--- src/logic/sacp_pkg.sv ---
`default_nettype none
// ****************************************
// shared constants and carriers
// ****************************************
package sacp_pkg;
	localparam int RES_BITS        = 12;
	localparam int CLK_HZ          = 20_000_000;
	localparam int CONV_TIME_NS    = 6000;   // typical conversion time
	localparam int ACQ_TIME_NS     = 2000;   // longest acquisition time
	localparam int WAKE_TIME_US    = 3000;   // sleep release to ready
	localparam int NAP_WAKE_NS     = 620;    // nap release to active
	localparam int CONV_CYCLES     = CONV_TIME_NS / 50;           // longest: round down
	localparam int NAP_CYCLES      = (NAP_WAKE_NS + 49) / 50;     // least: round up
	localparam int WAKE_CYCLES     = WAKE_TIME_US * (CLK_HZ / 1_000_000);
	localparam int CNT_W           = 17;
	localparam logic [11:0] RESULT_RESET = 12'h000;
	localparam logic [11:0] BIPOLAR_FLIP = 12'h800;  // msb flip from offset binary to two's complement

	// one conversion result code
	typedef struct packed {
		logic [11:0] code;
	} sacp_word_t;

	// control pins after synchronisation
	typedef struct packed {
		logic cs_n;
		logic rd_n;
		logic conv_n;
		logic hbe;
		logic sleep_n;
		logic nap_n;
	} sacp_ctl_t;
endpackage
`default_nettype wire

--- src/logic/sacp_top.sv ---
`default_nettype none
// Summary of operation
// - a falling convert_start_n while chip select is low starts a conversion
// - convert-start edges are ignored until the running conversion has finished
// - busy is low for the whole conversion and high again at its end
// - high_byte_select picks the high or low part of the result on byte lanes
// - conversion takes about 6 us so 100 ksps is kept with 2 us acquisition
// - with chip select and read low the data outputs stay enabled
// - with read high the data outputs stay in high impedance
// - joined read and start low begins conversion while the old result shows
// - at conversion end the new result shows and busy rises
// - each joined low pulse starts a conversion and returns the previous result
// - while sleep is low no conversion can start
// - after sleep release a 3 ms wake-up precedes reference_ready rising
// - nap low powers down all but reference; leaving nap takes 620 ns
// - comparator powers after sleep rises, and on the differential variant only while nap is also high
// - bipolar codes are two's complement, or offset binary on the differential variant
// - one lsb weighs full scale over 4096
module sacp_top #(
	parameter int unsigned WAKE_CYCLES = sacp_pkg::WAKE_CYCLES, // sleep wake count
	parameter bit          DIFF_VARIANT = 1'b0,                 // offset binary and nap
	parameter bit          BYTE_WIDE    = 1'b0                  // two byte read format
) (
	input  wire logic        clk,              // 20 MHz system clock
	input  wire logic        rst,              // async reset, high
	input  wire logic        cs_n,             // chip select, low
	input  wire logic        rd_n,             // read, low
	input  wire logic        convert_start_n,  // conversion start, falling edge
	input  wire logic        high_byte_select, // byte lane select
	input  wire logic        sleep_n,          // sleep, low
	input  wire logic        nap_n,            // nap, low
	input  wire logic        bipolar,          // bipolar coding select
	input  wire logic [11:0] sample_code,      // raw comparator result, offset binary
	input  wire logic        sample_valid,     // raw result present
	output logic             sample_ready,     // raw result taken
	output logic             busy_n,           // low while converting
	output logic             reference_ready,  // high once awake
	output logic             comparator_on,    // comparator power
	output logic [11:0]      data_out,         // data pins, output value
	output logic [11:0]      data_oe           // data pins, output enable
);
	// ****************************************
	// pin synchronisers
	// ****************************************
	// three flops per pin; two agreeing stages filter one-cycle glitches
	// costs about four cycles of latency on every control pin except bipolar, which is used unsynchronised
	localparam int NP = 6;
	logic [NP-1:0] s1, s2, s3;
	logic [NP-1:0] pin_in;
	sacp_pkg::sacp_ctl_t ctl;
	assign pin_in = {cs_n, rd_n, convert_start_n, high_byte_select, sleep_n, nap_n};

	// first stage read only by the second
	// reset to the idle levels of the pins so no false edge follows reset
	always_ff @(posedge clk or posedge rst) begin
		if (rst) begin
			s1 <= '1;
			s2 <= '1;
			s3 <= '1;
		end else begin
			s1 <= pin_in;
			s2 <= s1;
			s3 <= s2;
		end
	end

	// a level counts once stages two and three agree
	logic [NP-1:0] stable;
	always_ff @(posedge clk or posedge rst) begin
		if (rst) begin
			stable <= '1;
		end else begin
			for (int i = 0; i < NP; i++) begin
				if (s2[i] == s3[i]) begin
					stable[i] <= s3[i];
				end
			end
		end
	end
	assign ctl = sacp_pkg::sacp_ctl_t'(stable);

	// ****************************************
	// power state
	// ****************************************
	logic [sacp_pkg::CNT_W-1:0] wake_cnt;
	logic [7:0]                 nap_cnt;
	logic                       nap_ok;
	logic                       awake;
	assign awake = reference_ready && nap_ok;

	// sleep wake-up timer; restarts on every sleep
	// limitation: wake time is a fixed count, not a measure of the reference
	always_ff @(posedge clk or posedge rst) begin
		if (rst) begin
			wake_cnt        <= '0;
			reference_ready <= 1'b0;
		end else if (!ctl.sleep_n) begin
			wake_cnt        <= '0;
			reference_ready <= 1'b0;
		end else if (!reference_ready) begin
			if (wake_cnt == sacp_pkg::CNT_W'(WAKE_CYCLES - 1)) begin
				reference_ready <= 1'b1;
			end
			wake_cnt <= wake_cnt + 1'b1;
		end
	end

	// nap recovery only exists on the differential variant
	always_ff @(posedge clk or posedge rst) begin
		if (rst) begin
			nap_cnt <= '0;
			nap_ok  <= 1'b0;
		end else if (DIFF_VARIANT && !ctl.nap_n) begin
			nap_cnt <= '0;
			nap_ok  <= 1'b0;
		end else if (!nap_ok) begin
			if (nap_cnt >= 8'(sacp_pkg::NAP_CYCLES - 1) || !DIFF_VARIANT) begin
				nap_ok <= 1'b1;
			end
			nap_cnt <= nap_cnt + 1'b1;
		end
	end

	// comparator follows sleep release, and nap release too on the differential variant
	always_ff @(posedge clk or posedge rst) begin
		if (rst) begin
			comparator_on <= 1'b0;
		end else begin
			comparator_on <= ctl.sleep_n && (!DIFF_VARIANT || ctl.nap_n);
		end
	end

	// ****************************************
	// two-entry buffer for raw results
	// ****************************************
	sacp_pkg::sacp_word_t buf_mem [2];
	logic       wr_ptr, rd_ptr;
	logic [1:0] buf_cnt;
	logic [1:0] next_buf_cnt;
	logic       buf_out_valid, buf_out_ready;
	sacp_pkg::sacp_word_t buf_out;
	assign buf_out_valid = (buf_cnt != 2'd0);
	assign buf_out       = buf_mem[rd_ptr];

	// count after this cycle's push and pop; ready is registered from it
	always_comb begin
		next_buf_cnt = buf_cnt;
		if (sample_valid && sample_ready) begin
			next_buf_cnt = next_buf_cnt + 2'd1;
		end
		if (buf_out_valid && buf_out_ready) begin
			next_buf_cnt = next_buf_cnt - 2'd1;
		end
	end

	// stalls at the comparator side when full so no word is lost
	always_ff @(posedge clk or posedge rst) begin
		if (rst) begin
			wr_ptr  <= 1'b0;
			rd_ptr  <= 1'b0;
			buf_cnt <= 2'd0;
			sample_ready <= 1'b1;
			buf_mem[0] <= '0;
			buf_mem[1] <= '0;
		end else begin
			if (sample_valid && sample_ready) begin
				buf_mem[wr_ptr] <= sacp_pkg::sacp_word_t'(sample_code);
				wr_ptr          <= !wr_ptr;
			end
			if (buf_out_valid && buf_out_ready) begin
				rd_ptr <= !rd_ptr;
			end
			buf_cnt      <= next_buf_cnt;
			sample_ready <= (next_buf_cnt != 2'd2);
		end
	end

	// ****************************************
	// conversion sequencer
	// ****************************************
	typedef enum logic [1:0] {
		SACP_IDLE = 2'b01,
		SACP_CONV = 2'b10
	} sacp_state_t;
	sacp_state_t state;
	logic [7:0]  conv_cnt;
	logic        conv_d;
	logic        start_edge;
	logic        done;
	logic [11:0] result;

	// start edge gated by select and power; sleep and nap gate at once,
	// since the ready flags only drop one cycle later
	assign start_edge = conv_d && !ctl.conv_n && !ctl.cs_n && awake && ctl.sleep_n
		&& (ctl.nap_n || !DIFF_VARIANT);
	assign done = (state == SACP_CONV) && (conv_cnt == 8'(sacp_pkg::CONV_CYCLES - 1));
	assign buf_out_ready = done;

	// conv_d starts high like the synchronised pin; a pin held low at reset still falls, and awake blocks that start
	always_ff @(posedge clk or posedge rst) begin
		if (rst) begin
			conv_d <= 1'b1;
		end else begin
			conv_d <= ctl.conv_n;
		end
	end

	// the last cycle waits for a buffered word, so a slow feed stretches busy
	// trade-off: a missing raw word holds busy low instead of showing stale data
	always_ff @(posedge clk or posedge rst) begin
		if (rst) begin
			state    <= SACP_IDLE;
			conv_cnt <= '0;
		end else begin
			case (state)
				SACP_IDLE: begin
					conv_cnt <= '0;
					if (start_edge) begin
						state <= SACP_CONV;
					end
				end
				SACP_CONV: begin
					if (done && buf_out_valid) begin
						state <= SACP_IDLE;
					end else if (!done) begin
						conv_cnt <= conv_cnt + 1'b1;
					end
				end
				default: state <= SACP_IDLE;
			endcase
		end
	end

	// busy and result update together, old result shown meanwhile
	always_ff @(posedge clk or posedge rst) begin
		if (rst) begin
			busy_n <= 1'b1;
			result <= sacp_pkg::RESULT_RESET;
		end else if (state == SACP_IDLE && start_edge) begin
			busy_n <= 1'b0;
		end else if (done && buf_out_valid) begin
			busy_n <= 1'b1;
			// lsb = full scale / 4096; two's complement flips the msb
			if (bipolar && !DIFF_VARIANT) begin
				result <= buf_out.code ^ sacp_pkg::BIPOLAR_FLIP;
			end else begin
				result <= buf_out.code;
			end
		end
	end

	// ****************************************
	// lane selection
	// ****************************************
	// narrow format: the upper nibble rides the low lane, zero padded
	function automatic logic [11:0] lane_pick(input logic [11:0] word, input logic high);
		logic [11:0] lane;
		lane = high ? {8'h00, word[11:8]} : {4'h0, word[7:0]};
		return lane;
	endfunction

	// ****************************************
	// data pins
	// ****************************************
	// the enable follows the synchronised strobes, so it lags the pins
	// by a few cycles; hosts must allow for that before sampling
	always_ff @(posedge clk or posedge rst) begin
		if (rst) begin
			data_out <= '0;
			data_oe  <= '0;
		end else begin
			data_oe <= (!ctl.cs_n && !ctl.rd_n) ? '1 : '0;
			if (BYTE_WIDE) begin
				data_out <= lane_pick(result, ctl.hbe);
			end else begin
				data_out <= result;
			end
		end
	end
endmodule
`default_nettype wire

--- config.mk ---
export PLATFORM = sky130hd
export DESIGN_NAME = sacp_top
export DESIGN_NICKNAME = d
export VERILOG_FILES = /design/src/logic/sacp_pkg.sv /design/src/logic/sacp_top.sv
export SDC_FILE = /design/constraint.sdc
export NUM_CORES = 1
export LEC_CHECK = 0
export BUFFER_PORTS_ARGS = -buffer_cell sky130_fd_sc_hd__clkbuf_2
export CAP_MARGIN = 20
export CORE_AREA = 3 3 118 74
export CTS_BUF_LIST = sky130_fd_sc_hd__clkbuf_16
export DETAILED_ROUTE_END_ITERATION = 7
export DIE_AREA = 0 0 121 77
export PLACE_DENSITY = 0.86
export SLEW_MARGIN = 5
export SYNTH_ARGS = -nofsm -noshare
export SYNTH_HDL_FRONTEND = slang
export SYNTH_SLANG_ARGS = --single-unit
--- constraint.sdc ---
create_clock -name clk -period 7.99 [get_ports clk]
set_input_delay 1.598 -clock clk [delete_from_list [all_inputs] [get_ports clk]]
set_output_delay 1.598 -clock clk [all_outputs]
set_load 0.05 [all_outputs]
==> flow_summary.toml <==
[global_routing]
grt_pass1_vias = 2695
grt_max_degree = 58
grt_first_pass_wirelength_mm = 13.10
use_met2_pct = 27.87
overflow = 0
grt_util_met1_pct = 24.10
antenna_found_initial = 0
busiest_layer = "met2"
grt_use_met3_pct = 5.601
grtUsageTotal_pct = 17.93

[cells_and_area]
final_cell_mix = "82 x dfrtp_1, 47 x clkbuf_2, 31 x nand2_1, 24 x mux2_2, 23 x o21ai_0"
layout.nets = 404
multi_input_area_um2 = 1468
finish.utilization_pct = 61.35
layout_commonest_cell = "dfrtp_1"
seqCellArea_um2 = 2577
insertedDiodeCount = 0
areaGrowthSynthToFinish_pct = 13.12
drive_above_1_share_pct = 30.73
nFillCells = 617
final_area_um2 = 4778

[critical_path]
rrSetupSlack_ps = 5570
worst_path_largest_cell_delay_ps = 590
cp_slowest_cell = "dfstp_2"
start_kind = "flip-flop"
critPathBufInv = 1
path_delay_family = "flip-flops"
crit_chain = "clkbuf_2"
critPathCaptureType = "output pin"
arrival_ps = 1240
timing_worst_setup_path_type = "flip-flop to output pin"
cp_max_fo = 6
cp.required_ps = 6390

[power]
p_clk_share_pct = 34.1
leakage_nw = 2.105
vdd_drop_max_v = 0.0001982
combPwrFrac_pct = 16.9
p_seq_share_pct = 49.0
p_switching_uw = 346.5
power.density_nw_per_um2 = 278.1
p_sw_share_pct = 26.07
power_mw = 1.329
internal_power_uw = 982.4

[clock_tree]
cts_buffers = 9
postCtsSetupBuffers = 0
cts_root_buf = "clkbuf_16"
cts_resized = 0
clockBufferDepth = 2
numClockSinks = 102
cts_hold_buf = 0
clkTransAtPathRegs_ps = 70
h-tree-depth = 3
cts_tree = "built"
clkLatencyLatePin_ps = 340

[synthesis]
dominantRegCellSynth = "dfrtp_1"
netlist.top_cell.by_area = "dfrtp_1"
synth.top_cells.by_area = "dfrtp_1 49%, dfstp_2 12%, mux2_2 6.4%, mux2i_1 3.8%, nand2_1 2.8%"
ys_ff_latch = 102
syn-num-nets = 371
syn_inst = 346
async_reset_ff_share_pct = 100.0
synth_edf_count = 0
syn_area_um2 = 4224
yosysWarnings = 0
synth_top_area_share_pct = 48.58
seq_area_frac_synth_pct = 61.02
avgSynthCellArea_um2 = 12.21
synth_cell_types = 53

[routing]
antenna_left = 0
vias = 2739
via_per_inst = 5.567
routedWlPerCell_um = 15.41
drt_first_pass_iters = 4
dr.first_iter.drc_count = 187
wl_mm = 7.581
drc = 0

[place]
dp_worst_setup_slack_ps = 5157
postPlaceCellArea_um2 = 4463
gp_congestion = 0.8673
hpwl_mm = 5.203
io_buffers = 47

[timing]
min_period_over_period_pct = 35.49
finalSetupTns_ps = 0
slew_viol_final = 0
timing.final.ws_setup_ps = 5154
fin_worst_skew_ps = 8.286
hold_viol_final = 0
finalCriticalPeriod_ps = 2836
timing.fmax_mhz = 352.6
setup_viol = 0
rsz0062_at_grt = "false"
tightest_slew_ps = 761.3
maxSlewHeadroom_pct = 49.25

[floorplanning]
die_w_um = 121
die_h_um = 77
dieArea_um2 = 9317
io_pins = 50
num_rows = 25
start_util_pct = 54.23
core_area_um2 = 7789

[run_status]
status = "finished, final reports clean"

[hold_path]
hold_path.class = "flip-flop to flip-flop"

[job]
drv_cap = 0
-- final timing paths --
check                                  startpoint                     end  depth (start not counted)
max                        sample_ready$_DFF_PP1_            sample_ready                          1
min                               s1[3]$_DFF_PP1_         s2[3]$_DFF_PP1_                          0
max reg2reg                  state[1]$_DFFE_PP0P_   result[8]$_DFFE_PP0P_                          5
min reg2reg                       s1[3]$_DFF_PP1_         s2[3]$_DFF_PP1_                          0
max in group asynchronous                     rst    state[1]$_DFFE_PP0P_                          3
min in group asynchronous                     rst  data_out[11]$_DFF_PP0_                          2
-- area by class of cell --
class	count	share of cell area [%]
clock inverter	7	1.885
inverter	7	0.6023
clock buffer	9	4.713
timing repair buffer	49	5.316
sequential	102	53.94
multi-input combinational	210	30.71
tap	108	2.828
-- cells in the mapped netlist (all sizes together) (8+ instances only) --
library cell	instances
dfrtp	82
mux2	24
o21ai	23
nand3	8
dfstp	20
a21oi	15
mux2i	16
nor2	12
buf	16
nand2	31
clkbuf	11
-- cell families (layout without fill, tap and decap cells) --
logic type	after synthesis	in the layout	synth area share, %
and+or+nand+nor	97	97	12.83
xor gates and xnor gates	11	11	2.281
buffers and inverters	34	72	4.236
other	1	1	0.08878
muxes	40	40	10.19
AOI/OAI and AO/OA	54	54	7.524
adders and majority gates	7	7	1.837
DFF	102	102	61.02
-- registers in the layout (all words and copies together), names as in the netlist, 2 cells and up --
signal and count:
buf_cnt 2, s2 4, buf_mem 24, conv_cnt 8, ctl 4, wake_cnt 17, data_out 12, result 12
s1 4, s3 4, state 2
-- power by group through the flow --
stage / Sequential (mW) / Combinational, mW / Clock [mW]
after floorplan: 0.656 / 0.179 / 0
after CTS: 0.652 / 0.228 / 0.463
after global placement: 0.653 / 0.211 / 0
after detailed placement: 0.661 / 0.223 / 0
final: 0.651 / 0.225 / 0.453
after global routing: 0.664 / 0.249 / 0.487
-- metrics by stage --
step / hold slack, ps / cells
detailed placement: 347.0 / 476
global route: 359.6 / 492
global placement: 346.4 / 475
floorplan: 345.2 / 346
CTS: 357.3 / 492
finish: 357.0 / 492
-- worst reg2reg max path: cells and delay by family, from the launching register on --
| kind | cells | cell delay [ps] |
|---|---|---|
| buffers and inverters | 1 | 360 |
| AO/OA/AOI/OAI | 1 | 90 |
| AND/OR/NAND/NOR | 3 | 1270 |
| flip-flops | 1 | 580 |
-- metal layers --
metal | share of wire (%) | up-vias
li1 | - | 1281
met1 | 45 | 1372
met2 | 48 | 77
met3 | 6.0 | 9
met4 | 1.5 | 0
met5 | 0 | -
No activity file was read; power rests on OpenSTA's default activity.
